<file path="src/logic/mtb_pkg.sv">
// Package with constants and types for the memory timing bus controller
package mtb_pkg;
  // Clock period and the DRAM time slot
  localparam int CLK_NS = 100;
  localparam int SLOT_NS = 250;
  localparam int SLOT_CYC = (SLOT_NS + CLK_NS - 1) / CLK_NS;
  // Refresh interval, a longest time, so rounded down
  localparam int REFRESH_NS = 15000;
  localparam int REFRESH_CYC = REFRESH_NS / CLK_NS;
  // Clock divider counter width and tap positions
  localparam int DIV_W = 5;
  localparam int DIV8_BIT = 0;
  localparam int DIV4_BIT = 1;
  localparam int DIV500K_BIT = 4;
  // DRAM address field positions (64-bit words, 9 row and 9 column bits)
  localparam int DRAM_AW = 9;
  localparam int HALF_BIT = 2;
  localparam int COL_LSB = 3;
  localparam int ROW_LSB = 12;
  // Video pointer step per 64-bit fetch
  localparam logic [31:0] VID_STEP = 32'h0000_0008;
  // Monitor rate reset value
  localparam logic [1:0] RATE_RESET = 2'h0;

  // Monitor timing selection
  typedef enum logic [1:0] {
    MTB_RATE_50,
    MTB_RATE_60,
    MTB_RATE_71
  } mtb_rate_e;

  // DRAM control pins
  typedef struct packed {
    logic ras_n;
    logic [1:0] cas_n;
    logic we_n;
    logic [DRAM_AW-1:0] addr;
  } mtb_dram_s;

  // Chip selects from the address decoder
  typedef struct packed {
    logic serial;
    logic multifunction_peripheral;
    logic dma_controller_chip;
    logic sound_generator_chip;
    logic memctl;
    logic rom;
    logic ram;
  } mtb_sel_s;

  localparam mtb_dram_s DRAM_IDLE = '{ras_n: 1'b1, cas_n: 2'h3, we_n: 1'b1,
                                      addr: '0};
endpackage : mtb_pkg

</file>
<file path="src/logic/mtb_controller.sv">
// Memory, timing and bus controller: DRAM slots, dividers, decode
`timescale 1ns/100ps
`default_nettype none

// Operation
// - Alternate video and processor DRAM use in fixed 250 ns slots; here 3 clocks of 100 ns, so 300 ns.
// - Hold processor DRAM access off while a display fetch slot runs.
// - A held processor access gets the slot right after the video slot.
// - DRAM data path is 64 bits; video fetches move 64 bits.
// - Processor accesses use a 32-bit half of the DRAM path.
// - Divide the input clock into 4 MHz, 8 MHz and 500 kHz outputs; at the 100 ns clock they give 2.5 MHz, 5 MHz and 312.5 kHz.
// - Video chip sync and display enable schedule fetches and refresh.
// - Readable, writable monitor timing setting of 50, 60 or 71 Hz.
// - Arbitrate bus ownership so processor and DMA never drive together.
// - Split bus address into row and column with RAS and CAS strobes.
// - Refresh DRAM, load video shifter, move data during DMA cycles.
// - Decode selects for serial, peripheral, DMA, sound, memctl, ROM.
// - Peripheral, DMA and memory acknowledges pace and end transfers.
// - Enable DRAM or ROM only for addresses inside their ranges.
module mtb_controller #(
  parameter logic [31:0] RAM_BASE = 32'h0000_0000,
  parameter logic [31:0] RAM_SIZE = 32'h0020_0000,
  parameter logic [31:0] ROM_BASE = 32'h00E0_0000,
  parameter logic [31:0] ROM_SIZE = 32'h0008_0000,
  parameter logic [31:0] SERIAL_BASE = 32'h00FF_FC00,
  parameter logic [31:0] MFP_BASE = 32'h00FF_FA00,
  parameter logic [31:0] DMA_BASE = 32'h00FF_8600,
  parameter logic [31:0] SOUND_BASE = 32'h00FF_8800,
  parameter logic [31:0] MEMCTL_BASE = 32'h00FF_8000,
  parameter logic [31:0] IO_SIZE = 32'h0000_0100
) (
  input wire logic clk_in,
  input wire logic rst_in,
  // System bus, driven by whichever master holds the grant
  input wire logic bus_req_in,
  input wire logic bus_we_in,
  input wire logic [31:0] bus_addr_in,
  input wire logic [31:0] bus_wdata_in,
  output logic [31:0] bus_rdata_out,
  output logic bus_ack_out,
  // Bus ownership
  input wire logic dma_bus_req_in,
  output logic cpu_grant_out,
  output logic dma_grant_out,
  // Acknowledges from outside slaves
  input wire logic mfp_ack_in,
  input wire logic dma_ack_in,
  input wire logic periph_ack_in,
  // Chip selects
  output mtb_pkg::mtb_sel_s sel_out,
  // Video chip
  input wire logic display_window_active_in,
  input wire logic vsync_in,
  input wire logic hsync_in,
  input wire logic [31:0] video_base_in,
  output logic [63:0] video_data_out,
  output logic video_load_out,
  // Monitor timing setting
  input wire logic rate_wr_in,
  input wire logic [1:0] rate_in,
  output logic [1:0] rate_out,
  // DRAM
  output mtb_pkg::mtb_dram_s dram_out,
  output logic [63:0] dram_wdata_out,
  input wire logic [63:0] dram_rdata_in,
  // Divided clocks
  output logic clk_8_out,
  output logic clk_4_out,
  output logic clk_500k_out
);

  typedef enum logic [1:0] {
    MTB_ACT_NONE,
    MTB_ACT_FETCH,
    MTB_ACT_REFRESH,
    MTB_ACT_CPU
  } mtb_act_e;

  // Row field of a byte address
  function automatic logic [mtb_pkg::DRAM_AW-1:0] row_of(
    input logic [31:0] a);
    row_of = a[mtb_pkg::ROW_LSB +: mtb_pkg::DRAM_AW];
  endfunction : row_of

  // Column field of a byte address
  function automatic logic [mtb_pkg::DRAM_AW-1:0] col_of(
    input logic [31:0] a);
    col_of = a[mtb_pkg::COL_LSB +: mtb_pkg::DRAM_AW];
  endfunction : col_of

  // Address range test
  function automatic logic in_range(input logic [31:0] a,
                                    input logic [31:0] base,
                                    input logic [31:0] size);
    in_range = (a >= base) && ((a - base) < size);
  endfunction : in_range

  logic [mtb_pkg::DIV_W-1:0] div_cnt;
  logic [1:0] phase;
  logic video_slot;
  mtb_act_e act;
  logic [31:0] act_addr;
  logic act_we;
  logic [31:0] act_wdata;
  logic [31:0] video_ptr;
  logic vsync_prev;
  logic hsync_prev;
  logic [7:0] refresh_cnt;
  logic refresh_due;
  logic dma_owner;
  logic ram_done;
  logic phase_last;
  logic slot_start;
  mtb_act_e next_act;
  logic periph_ack;

  localparam logic [1:0] PHASE_LAST = 2'(mtb_pkg::SLOT_CYC - 1);
  localparam logic [7:0] REFRESH_LAST = 8'(mtb_pkg::REFRESH_CYC - 1);

  assign phase_last = (phase == PHASE_LAST);
  assign slot_start = (phase == 2'h0);

  ////////////////////////////////////////////////////////////////////////
  // Clock dividers

  // Free running divider; taps give /2, /4 and /32 of the input
  always_ff @(posedge clk_in) begin
    if (rst_in) begin
      div_cnt <= '0;
    end else begin
      div_cnt <= div_cnt + 1'b1;
    end
  end

  assign clk_8_out = div_cnt[mtb_pkg::DIV8_BIT];
  assign clk_4_out = div_cnt[mtb_pkg::DIV4_BIT];
  assign clk_500k_out = div_cnt[mtb_pkg::DIV500K_BIT];

  ////////////////////////////////////////////////////////////////////////
  // Monitor timing setting

  // Written by software through the strobe, read back on rate_out
  always_ff @(posedge clk_in) begin
    if (rst_in) begin
      rate_out <= mtb_pkg::RATE_RESET;
    end else if (rate_wr_in && rate_in != 2'h3) begin
      rate_out <= rate_in;
    end
  end

  ////////////////////////////////////////////////////////////////////////
  // Bus arbitration

  // Ownership changes only while the bus carries no request
  always_ff @(posedge clk_in) begin
    if (rst_in) begin
      dma_owner <= 1'b0;
    end else if (!bus_req_in) begin
      dma_owner <= dma_bus_req_in;
    end
  end

  assign cpu_grant_out = !dma_owner && !(dma_bus_req_in && !bus_req_in);
  assign dma_grant_out = dma_owner && dma_bus_req_in;

  ////////////////////////////////////////////////////////////////////////
  // Address decoding

  // Selects follow the address while a request is on the bus
  always_comb begin
    sel_out = '0;
    if (bus_req_in) begin
      sel_out.serial = in_range(bus_addr_in, SERIAL_BASE, IO_SIZE);
      sel_out.multifunction_peripheral =
        in_range(bus_addr_in, MFP_BASE, IO_SIZE);
      sel_out.dma_controller_chip = in_range(bus_addr_in, DMA_BASE, IO_SIZE);
      sel_out.sound_generator_chip =
        in_range(bus_addr_in, SOUND_BASE, IO_SIZE);
      sel_out.memctl = in_range(bus_addr_in, MEMCTL_BASE, IO_SIZE);
      sel_out.rom = in_range(bus_addr_in, ROM_BASE, ROM_SIZE);
      sel_out.ram = in_range(bus_addr_in, RAM_BASE, RAM_SIZE);
    end
  end

  // MFP and DMA end transfers with their own acknowledge; serial, sound, memctl and ROM share periph_ack_in
  assign periph_ack = (sel_out.multifunction_peripheral && mfp_ack_in) ||
                      (sel_out.dma_controller_chip && dma_ack_in) ||
                      ((sel_out.serial || sel_out.sound_generator_chip ||
                        sel_out.memctl || sel_out.rom) && periph_ack_in);
  assign bus_ack_out = ram_done || periph_ack;

  ////////////////////////////////////////////////////////////////////////
  // Slot timing

  // Phase counter spans one slot; slot kind alternates every slot
  always_ff @(posedge clk_in) begin
    if (rst_in) begin
      phase <= 2'h0;
      video_slot <= 1'b1;
    end else if (phase_last) begin
      phase <= 2'h0;
      video_slot <= !video_slot;
    end else begin
      phase <= phase + 2'h1;
    end
  end

  // Refresh interval timer; hsync also asks for a refresh; set wins
  always_ff @(posedge clk_in) begin
    if (rst_in) begin
      refresh_cnt <= '0;
      refresh_due <= 1'b0;
      hsync_prev <= 1'b0;
    end else begin
      hsync_prev <= hsync_in;
      refresh_cnt <= (refresh_cnt == REFRESH_LAST) ? 8'h00 :
                     refresh_cnt + 8'h01;
      if (refresh_cnt == REFRESH_LAST || (hsync_in && !hsync_prev)) begin
        refresh_due <= 1'b1;
      end else if (slot_start && next_act == MTB_ACT_REFRESH) begin
        refresh_due <= 1'b0;
      end
    end
  end

  // Choose the work of a slot at its start
  always_comb begin
    next_act = MTB_ACT_NONE;
    if (video_slot) begin
      if (display_window_active_in) begin
        next_act = MTB_ACT_FETCH;
      end else if (refresh_due) begin
        next_act = MTB_ACT_REFRESH;
      end
    end else if (bus_req_in && sel_out.ram && !ram_done) begin
      next_act = MTB_ACT_CPU;
    end
  end

  // Latch the chosen access for the whole slot
  always_ff @(posedge clk_in) begin
    if (rst_in) begin
      act <= MTB_ACT_NONE;
      act_addr <= '0;
      act_we <= 1'b0;
      act_wdata <= '0;
    end else if (slot_start) begin
      act <= next_act;
      act_addr <= (next_act == MTB_ACT_FETCH) ? video_ptr : bus_addr_in;
      act_we <= (next_act == MTB_ACT_CPU) && bus_we_in;
      act_wdata <= bus_wdata_in;
    end
  end

  ////////////////////////////////////////////////////////////////////////
  // DRAM strobes

  // Row then column for accesses; CAS before RAS for refresh
  always_ff @(posedge clk_in) begin
    if (rst_in) begin
      dram_out <= mtb_pkg::DRAM_IDLE;
      dram_wdata_out <= '0;
    end else begin
      dram_out <= mtb_pkg::DRAM_IDLE;
      dram_wdata_out <= {act_wdata, act_wdata};
      if (slot_start) begin
        if (next_act == MTB_ACT_REFRESH) begin
          dram_out.cas_n <= 2'h0;
        end else if (next_act != MTB_ACT_NONE) begin
          dram_out.ras_n <= 1'b0;
          dram_out.addr <= row_of((next_act == MTB_ACT_FETCH) ?
                                  video_ptr : bus_addr_in);
        end
      end else if (!phase_last && act != MTB_ACT_NONE) begin
        dram_out.ras_n <= 1'b0;
        if (act == MTB_ACT_REFRESH) begin
          dram_out.cas_n <= 2'h0;
        end else begin
          dram_out.addr <= col_of(act_addr);
          dram_out.we_n <= !act_we;
          if (act == MTB_ACT_FETCH) begin
            dram_out.cas_n <= 2'h0;
          end else begin
            dram_out.cas_n <= act_addr[mtb_pkg::HALF_BIT] ? 2'h1 : 2'h2;
          end
        end
      end
    end
  end

  ////////////////////////////////////////////////////////////////////////
  // Data return

  // Processor or DMA data: one 32-bit half; acknowledged at slot end
  always_ff @(posedge clk_in) begin
    if (rst_in) begin
      bus_rdata_out <= '0;
      ram_done <= 1'b0;
    end else begin
      ram_done <= 1'b0;
      if (phase_last && act == MTB_ACT_CPU) begin
        ram_done <= 1'b1;
        bus_rdata_out <= act_addr[mtb_pkg::HALF_BIT] ?
                         dram_rdata_in[63:32] : dram_rdata_in[31:0];
      end
    end
  end

  // Video fetch: whole 64-bit word into the shifter, pointer advances
  always_ff @(posedge clk_in) begin
    if (rst_in) begin
      video_data_out <= '0;
      video_load_out <= 1'b0;
      video_ptr <= '0;
      vsync_prev <= 1'b0;
    end else begin
      vsync_prev <= vsync_in;
      video_load_out <= 1'b0;
      if (vsync_in && !vsync_prev) begin
        video_ptr <= video_base_in;
      end else if (phase_last && act == MTB_ACT_FETCH) begin
        video_ptr <= video_ptr + mtb_pkg::VID_STEP;
      end
      if (phase_last && act == MTB_ACT_FETCH) begin
        video_data_out <= dram_rdata_in;
        video_load_out <= 1'b1;
      end
    end
  end

endmodule : mtb_controller

`default_nettype wire

</file>
<file path="config.mk">
export PLATFORM = sky130hd
export DESIGN_NAME = mtb_controller
export DESIGN_NICKNAME = d
export VERILOG_FILES = /design/src/logic/mtb_pkg.sv /design/src/logic/mtb_controller.sv
export SDC_FILE = /design/constraint.sdc
export NUM_CORES = 1
export LEC_CHECK = 0
export ABC_AREA = 1
export BUFFER_PORTS_ARGS = -buffer_cell sky130_fd_sc_hd__buf_2
export CAP_MARGIN = 5
export CORE_MARGIN = 2
export CORE_UTILIZATION = 32
export DETAILED_ROUTE_END_ITERATION = 16
export GPL_TIMING_DRIVEN = 0
export PLACE_DENSITY_LB_ADDON = 0.12
export SYNTH_ARGS = -nofsm -noshare
export SYNTH_HDL_FRONTEND = slang
export SYNTH_SLANG_ARGS = --single-unit
</file>
<file path="constraint.sdc">
create_clock -name clk_in -period 4.04 [get_ports clk_in]
set_input_delay 0.404 -clock clk_in [delete_from_list [all_inputs] [get_ports clk_in]]
set_output_delay 0.404 -clock clk_in [all_outputs]
set_load 0.005 [all_outputs]
</file>
==> flow_summary.yaml, run 1 <==
critical_path:
  worstSetupPathType: "input port to output pin"
  rr_worst_depth: 9
  cp_max_fo: 10
  cp_num_buf_inv: 6
  startpoint_type: "input port"
  critPathSlowestCell: "buf_2"
  timing.rr.end: "video_data_out[59]"
  required_ns: 3.64
  crit-reg2reg-launch: "phase[0]"
  worst_path_most_repeated_cell: "nand2_1"
  path_cells: "buf_2 -> inv_1 -> buf_2 -> ha_1 -> buf_2 -> nand2_2 -> nand2_1 -> inv_1 -> nand2_1 -> nand2_1 -> nand2_1 -> nand2_1 -> nor2_1 -> nand2_1 -> nor2_1 -> nand3_1 -> nand3_1 -> nand2_1 -> nand2_1 -> buf_2"
  crit_arrival_ns: 2.98
  cpLargestDelayFamily: "simple AND/OR/NAND/NOR gates"
  max_stage_delay_ns: 0.25
  end_kind: "output pin"
  r2r_slack_ns: 1.23
clock_tree:
  tritoncts.num_buffers: 26
  clk_pin_slew_worst_paths_ns: 0.06
  cts_tree: "yes"
  cts.sinks: 229
  post_cts.repair.setup_buffers: 0
  clock_latency_ns: 0.55
  cts.repair.resized: 0
  cts-root-buf: "clkbuf_16"
  cts_max_path_buffers: 3
  cts_hold_buf: 0
  htree_levels: 1
pwr:
  p_leak_nw: 7.451
  power.switching_mw: 1.859
  pwr-share-clk: 0.390
  power_density_nw_per_um2: 398.1
  ir_drop_mv: 0.2490
  combPwrFrac: 0.196
  power.total_mw: 6.171
  switching_share: 0.3012
  pwr-share-seq: 0.414
  p_int_mw: 4.312
drt:
  ant_nets: 0
  drc: 0
  wl_per_cell_um: 18.32
  vias: 13724
  drtIter0Drc: 1024
  wl_um: 50660
  via_per_inst: 4.962
  first_pass_iters: 8
place:
  place.gp.congestion: 0.9492
  dp_hpwl_um: 39880
  placement.cell_area_sq_um: 14620
  numPortBuffers: 341
sta:
  fmax_ghz: 0.2959
  holdWs_ns: 0.06527
  skew_ns: 0.01799
  setup_viol: 0
  worst_pin_slew_ns: 0.9106
  fin_setup_tns_ns: 0
  finalCritPeriodShare: 0.8365
  drv_slew: 0
  finalCriticalPeriod_ns: 3.379
  rsz0062_at_grt: "no"
  slew_headroom: 0.3907
  finalHoldViolations: 0
die:
  num_rows: 71
  die_w_um: 199.8
  die_h_um: 199.8
  die-area_sq_um: 39940
  start_util: 0.3251
  core_area_sq_um: 37760
  io_pins: 363
outcome:
  outcome: "complete, no violations"
global_routing:
  grt_pass1_wl_um: 75470
  overflow: 0
  grt_start_max_net_pins: 14
  grt_antenna_before_repair: 13
  grt_usage: 0.2468
  grt_pass1_vias: 12992
run:
  drv_cap: 0
worst_hold_path:
  holdPathEnd: "vsync_prev"
  hold_class: "input port to flip-flop"
  min_path_cells: 3
  hp-start: "vsync_in"
synthesis:
  synth_cell_types: 48
  synth_async_sr_flop_share: 0
  synth_edf_count: 0
  synth_area_sq_um: 12270
  postSynthCellCount: 1862
  syn_nets: 2052
  synth_area_per_cell_sq_um: 6.591
  ys_ff_latch: 229
  synth-seq-area-share: 0.3735
  synth_top_flop_cell: "dfxtp_1"
  ys_warn_count: 0
layout:
  fin_area_sq_um: 15500
  fill_cells: 4181
  seqCellArea_sq_um: 4584
  syn2layout_area_growth_pct: 26.30
  final_nets: 2421
  layout_common_cells: "nand2_1, buf_2, nor2_1, dfxtp_1, o21ai_0"
  final_common_cell: "nand2_1"
  multi_input_area_sq_um: 6447
  utilization: 0.4106
  drive_above_1_share: 0.2116
[worst max path at each step]
| stage | from | to | cells after the start |
|---|---|---|---|
| 2_1_floorplan | bus_addr_in[11] | bus_ack_out | 15 |
| 3_3_place_gp | bus_addr_in[11] | bus_ack_out | 18 |
| 3_5_place_dp | bus_addr_in[11] | bus_ack_out | 18 |
| 4_1_cts | bus_addr_in[15] | bus_ack_out | 16 |
| 5_1_grt | bus_addr_in[11] | bus_ack_out | 18 |
| 6_report | bus_addr_in[11] | bus_ack_out | 20 |
[synth_stat cells (12+ instances only)]
master | count | area [sq um]
nand2_1 | 394 | 1479
nor2_1 | 322 | 1209
dfxtp_1 | 229 | 4584
o21ai_0 | 184 | 920.9
inv_1 | 149 | 559.3
nand3_1 | 120 | 600.6
a21oi_1 | 103 | 515.5
clkbuf_1 | 70 | 262.8
buf_4 | 38 | 285.3
a31oi_1 | 34 | 212.7
nand4_1 | 28 | 175.2
xor2_1 | 28 | 245.2
nor3_1 | 21 | 105.1
ha_1 | 16 | 200.2
o211ai_1 | 14 | 105.1
buf_2 | 13 | 65.06
nor2_4 | 12 | 135.1
[final cells by class]
| cell class | instances | area share |
|---|---|---|
| Sequential cell | 229 | 0.2957 |
| Clock buffer | 38 | 0.04875 |
| Timing Repair Buffer | 341 | 0.1101 |
| Tap cell | 511 | 0.04125 |
| Buffer | 128 | 0.04181 |
| Inverter | 158 | 0.03826 |
| Clock inverter | 9 | 0.007345 |
| Antenna cell | 5 | 0.0008072 |
| Multi-Input combinational cell | 1347 | 0.4159 |
[worst reg2reg max path, stage by stage (launching register included)]
cell and delay [ns]:
dfxtp_1 0.31, inv_1 0.07, ha_1 0.20, inv_1 0.13, nor3_4 0.56, clkinv_1 0.43
clkbuf_1 0.39, buf_1 0.36, nor2_1 0.19, nor2_1 0.07
[power groups by stage]
stage / registers, mW / clock network, mW / logic [mW]
2_1_floorplan: 2.60 / 0 / 0.698
3_3_place_gp: 2.60 / 0 / 1.20
3_5_place_dp: 2.60 / 0 / 1.20
4_1_cts: 2.56 / 2.46 / 1.21
5_1_grt: 2.58 / 2.55 / 1.35
6_report: 2.56 / 2.41 / 1.21
[sequential cells by signal, indices dropped and copies added (netlist names), 5 cells and up]
signal and flops:
dram_out 13, act_addr 10, video_ptr 19, bus_rdata_out 32
act_wdata 32, dram_wdata_out 32, video_data_out 64, div_cnt 5
refresh_cnt 8
[cells by family (layout without fill, tap and decap cells)]
| logic type | after synthesis | count (layout) | synth area share |
|---|---|---|---|
| adders and majority gates | 16 | 16 | 0.01631 |
| buffers and inverters | 286 | 674 | 0.1011 |
| AOI/OAI and AO/OA | 358 | 358 | 0.1557 |
| other | 0 | 5 | 0 |
| DFF | 229 | 229 | 0.3735 |
| xor gates and xnor gates | 35 | 35 | 0.02498 |
| and+or+nand+nor | 938 | 938 | 0.3284 |
[metal layers]
layer	vias to the layer above	track usage	share of wire
met5	-	0	0.0019
met2	551	0.4093	0.46
met4	16	0.07901	0.030
li1	6783	-	-
met3	109	0.06250	0.088
met1	6265	0.3137	0.42
[metrics by stage]
step | setup WS, ns | instances
floorplan | 1.681 | 1862
global placement | 0.6881 | 2714
detailed placement | 0.7189 | 2714
CTS | 0.7130 | 2761
global route | 0.4156 | 2762
finish | 0.6605 | 2766
(Power assumes the default switching activity.)
==> run 2: changes to the inputs <==
- clock period: 4.04 -> 3.17 ns (I/O delays scaled with it)
==> run 2 against run 1 <==
Net effect:
- clock skew decreased by 0.0011 ns
- utilization grew 0.35 points
- global-route usage barely moved
- register-to-register slack worse by 0.82 ns
- highest routed layer unchanged
- final area rose by 0.85%
- sequential cell count unchanged
- first-iteration DRC count up 10%
- final cell count grew 0.25%
- sequential power grew 27%
- power increased by 28%
==> flow_summary.yaml, run 2 (synthesis gave the netlist of run 1 again) <==
layout:
  drive_above_1_share: 0.2162
  layout_common_cells: "nand2_1, buf_2, nor2_1, dfxtp_1, o21ai_0"
  multi_input_area_sq_um: 6495
  final_nets: 2428
  final_common_cell: "nand2_1"
  fill_cells: 4176
  syn2layout_area_growth_pct: 27.37
  top_register: "video_data_out"
  largest_register_ffs: 64
  seqCellArea_sq_um: 4584
global_routing:
  grt_pass1_wl_um: 75550
  overflow: 0
  grt_pass1_vias: 13020
  grt_antenna_before_repair: 13
  grt_start_max_net_pins: 14
  grt_usage: 0.2469
sta:
  setup_viol: 0
  worst_pin_slew_ns: 0.9148
  skew_ns: 0.01690
  drv_slew: 0
  fmax_ghz: 0.3319
  finalHoldViolations: 0
  slew_headroom: 0.3879
  finalCriticalPeriod_ns: 3.013
  fin_setup_tns_ns: 0
  finalCritPeriodShare: 0.9506
drt:
  drtIter0Drc: 1128
  ant_nets: 0
  vias: 13752
  drc: 0
  via_per_inst: 4.959
  wl_um: 50690
  first_pass_iters: 5
  wl_per_cell_um: 18.28
die:
  num_rows: 71
  die_h_um: 199.8
  io_pins: 363
  core_area_sq_um: 37760
  die-area_sq_um: 39940
  die_w_um: 199.8
  start_util: 0.3251
outcome:
  outcome: "complete, no violations"
critical_path:
  end_kind: "output pin"
  cp_num_buf_inv: 6
  cpLargestDelayFamily: "simple AND/OR/NAND/NOR gates"
  path_cells: "clkbuf_4 -> inv_1 -> clkbuf_4 -> ha_1 -> clkbuf_4 -> nand2_4 -> nand2_1 -> inv_1 -> nand2_2 -> nand2_1 -> nand2_1 -> nand2_1 -> nor2_1 -> nand2_1 -> nor2_1 -> nand3_1 -> nand3_1 -> nand2_1 -> nand2_1 -> buf_2"
  required_ns: 2.85
  startpoint_type: "input port"
  cp_max_fo: 10
  critPathSlowestCell: "clkbuf_4"
  worstSetupPathType: "input port to output pin"
  max_stage_delay_ns: 0.22
  crit_arrival_ns: 2.70
  worst_path_most_repeated_cell: "nand2_1"
worst_hold_path:
  hold_class: "input port to flip-flop"
place:
  numPortBuffers: 341
  place.gp.congestion: 0.9492
  dp_hpwl_um: 39880
pwr:
  ir_drop_mv: 0.3179
  power_density_nw_per_um2: 503.6
  power.total_mw: 7.872
  p_leak_nw: 7.504
clock_tree:
  clock_latency_ns: 0.55
  cts_max_path_buffers: 3
  tritoncts.num_buffers: 26
  cts.sinks: 229
  cts_tree: "yes"
  htree_levels: 1
  clk_pin_slew_worst_paths_ns: 0.06
  cts-root-buf: "clkbuf_16"
run:
  drv_cap: 0
-- run 2: area by class of cell --
cell class                 instances  share of cell area
clock inverter                     9            0.007283
buffer                           127             0.04154
tap                              511             0.04090
inverter                         158             0.03794
multi-input combinational       1347              0.4155
clock buffer                      38             0.04834
timing repair buffer             349              0.1145
sequential                       229              0.2933
antenna                            5           0.0008004
-- run 2: routing by layer --
layer  global-route usage  part of all wire  wire length, um  vias up
met1               0.3139              0.43            21580     6269
met4              0.07901             0.028             1417       16
met2               0.4096              0.46            23340      556
met5                    0            0.0019               98        -
li1                     -                 -                -     6806
met3              0.06250             0.084             4250      105
-- run 2: final timing paths --
path,startpoint,endpoint,slack (ns),depth (start not counted)
worst min register to register,phase[0],phase[0],0.41,1
worst max register to register,phase[0],video_data_out[59],0.41,9
worst min-delay path,dram_rdata_in[22],video_data_out[22],0.02,3
worst max-delay path,bus_addr_in[11],bus_ack_out,0.16,20
-- run 2: through the flow --
step / instance area [sq um] / hold WS [ns] / util / cells / worst slack, ns
final: 15630 / 0.01983 / 0.4141 / 2773 / 0.1566
after global routing: 15620 / 0.01018 / 0.4138 / 2769 / -0.01099
after CTS: 15570 / 0.0002925 / 0.4124 / 2769 / 0.01697
after detailed placement: 14620 / 0.4065 / 0.3872 / 2714 / 0.02293
after global placement: 14620 / 0.4045 / 0.3872 / 2714 / -0.007917
after floorplan: 12270 / 0.3915 / - / 1862 / 0.9848
-- run 2: power breakdown --
group | leakage, nW | switching, mW | internal, mW
sequential | 1.87 | 0.122 | 3.14
combinational | 5.20 | 1.00 | 0.551
clock | 0.430 | 1.25 | 1.82
-- run 2: what timing repair did --
item / in CTS / in global routing
hold buffers: 8 / 0
endpoints found under the hold margin: 9 / 0
setup endpoints to repair: 0 / 4
gates resized for setup: 0 / 17
buffers inserted: 0 / 0
-- run 2: worst min-delay path, cell delays in order --
cell	delay [ns]
buf_2	0.09
nor2_1	0.04
nor2_1	0.08
==> run 3: changes to the inputs <==
- BUFFER_PORTS_ARGS: -buffer_cell sky130_fd_sc_hd__buf_2 -> -buffer_cell sky130_fd_sc_hd__buf_4
==> run 3 against run 2 <==
Net effect:
- fmax grew 0.51%
- first-iteration DRC count down 17%
- worst hold slack got worse by 0.0069 ns
- critical endpoint is now sel_out[3]
- sequential share of layout area is 1.8 points lower
- power up 3.0%
- combinational power grew 10%
- critical path depth shrank 6
- critical path type unchanged
- wire length up 1.0%
- final cell count rose by 0.36%
- sequential power is essentially flat
==> flow_summary.yaml, run 3 (synthesis gave the netlist of run 1 again) <==
layout:
  syn2layout_area_growth_pct: 35.53
  drive_above_1_share: 0.2130
  largest_register_ffs: 64
  final_nets: 2444
  top_register: "video_data_out"
  utilization: 0.4406
  final_common_cell: "nand2_1"
  layout_common_cells: "nand2_1, buf_4, nor2_1, dfxtp_1, o21ai_0"
  antennaDiodeCount: 0
  fill_cells: 3997
global_routing:
  grt_usage: 0.2513
  grt_pass1_vias: 13337
  grtUsageMet1: 0.3177
  grt_util_met3: 0.06401
  grt_antenna_before_repair: 0
  use_met2: 0.4203
  grt_start_max_net_pins: 13
  grt-busiest-layer: "met2"
  overflow: 0
  grt_pass1_wl_um: 77120
sta:
  drv_slew: 0
  rsz0062_at_grt: "no"
  finalHoldViolations: 0
  setup_viol: 0
  worst_pin_slew_ns: 0.9711
  fmax_ghz: 0.3335
  skew_ns: 0.03268
  finalCriticalPeriod_ns: 2.998
  slew_headroom: 0.3502
  holdWs_ns: 0.01289
  finalCritPeriodShare: 0.9458
clock_tree:
  clk_pin_slew_worst_paths_ns: 0.06
  htree_levels: 1
  cts_max_path_buffers: 3
  tritoncts.num_buffers: 26
  cts.sinks: 229
  cts_tree: "yes"
  cts-root-buf: "clkbuf_16"
  clock_latency_ns: 0.55
drt:
  drtIter0Drc: 931
  drc: 0
  first_pass_iters: 5
  wl_per_cell_um: 18.40
  wl_um: 51200
  vias: 13899
  ant_nets: 0
  via_per_inst: 4.994
place:
  numPortBuffers: 341
  place.gp.congestion: 0.9613
  dp_hpwl_um: 40560
die:
  num_rows: 71
  die_w_um: 199.8
  io_pins: 363
  start_util: 0.3251
  die_h_um: 199.8
  die-area_sq_um: 39940
  core_area_sq_um: 37760
critical_path:
  rr_worst_depth: 9
  cpLargestDelayFamily: "simple AND/OR/NAND/NOR gates"
  startpoint: "bus_addr_in[11]"
  cp_num_buf_inv: 6
  path_cells: "buf_4 -> inv_1 -> clkbuf_4 -> ha_1 -> buf_2 -> inv_1 -> a21oi_1 -> nand3_1 -> nor4b_1 -> nand4_1 -> nor2_1 -> nand3b_1 -> nor2_1 -> buf_4"
  path_depth: 14
  crit_arrival_ns: 2.68
  crit_path_end: "sel_out[3]"
  startpoint_type: "input port"
  worstSetupPathType: "input port to output pin"
  timing.rr.end: "video_data_out[61]"
  r2r_slack_ns: 0.43
  crit-reg2reg-launch: "phase[0]"
  critPathSlowestCell: "nor4b_1"
  end_kind: "output pin"
  max_stage_delay_ns: 0.48
  required_ns: 2.85
  cp_max_fo: 10
run:
  drv_cap: 0
pwr:
  ir_drop_mv: 0.3699
  p_leak_nw: 7.704
  power_density_nw_per_um2: 487.6
worst_hold_path:
  hp-start: "dram_rdata_in[45]"
  hold_class: "input port to flip-flop"
outcome:
  outcome: "complete, no violations"
run 3: changes by cell type in the layout (fill, tap and decap cells not counted), moves of 4 or more:
cell	previous run	this run
buf_4	38	379
buf_2	351	12
dlygate4sd3_1	8	23
diode_2	5	0
clkbuf_8	6	2
run 3: worst min path at each step:
stage / endpoint / slack [ns] / depth (start not counted)
finish: video_data_out[45] / 0.01 / 3
global route: video_ptr[2] / 0.01 / 3
CTS: video_data_out[45] / 0.00006 / 3
detailed placement: phase[0] / 0.41 / 1
global placement: phase[0] / 0.40 / 1
floorplan: phase[0] / 0.39 / 1
run 3: worst min-delay path, delay by kind of cell:
family	cells	cell delay, ns
and+or+nand+nor	2	0.12
buffers and inverters	1	0.09
run 3: layout make-up:
cell class	instances	area [sq um]	share of cell area
Sequential cell	229	4584	0.2756
Inverter	158	593.1	0.03566
Buffer	128	650.6	0.03912
Tap cell	511	639.4	0.03844
Clock buffer	36	729.5	0.04385
Multi-Input combinational cell	1347	6494	0.3904
Clock inverter	10	152.6	0.009177
Timing Repair Buffer	364	2790	0.1677
run 3: repair_timing:
item	in CTS	in global routing
resized for setup	0	13
hold buffers	23	0
setup buffers	0	0
endpoints found under the hold margin	24	0
setup endpoints to repair	0	4
run 3: metrics by stage:
stage	area, sq um	setup TNS [ns]	std cells	power [mW]	setup slack, ns
3_3_place_gp	15470	-0.005019	2714	4.984	-0.005019
3_5_place_dp	15470	0	2714	5.001	0.01891
2_1_floorplan	12270	0	1862	4.198	0.9848
5_1_grt	16630	0	2783	8.534	0.004848
6_report	16630	0	2783	8.111	0.1717
4_1_cts	16580	0	2783	8.179	0.005926
run 3: where the power goes:
part	leakage (nW)	switching (mW)	internal, mW
clock	0.432	1.21	1.92
sequential	1.87	0.129	3.14
combinational	5.40	1.01	0.698
run 3: per-layer routing:
layer / wire [um] / part of all wire
met1: 21330 / 0.42
met2: 23780 / 0.46
met3: 4586 / 0.090
met4: 1494 / 0.029
met5: 0 / 0
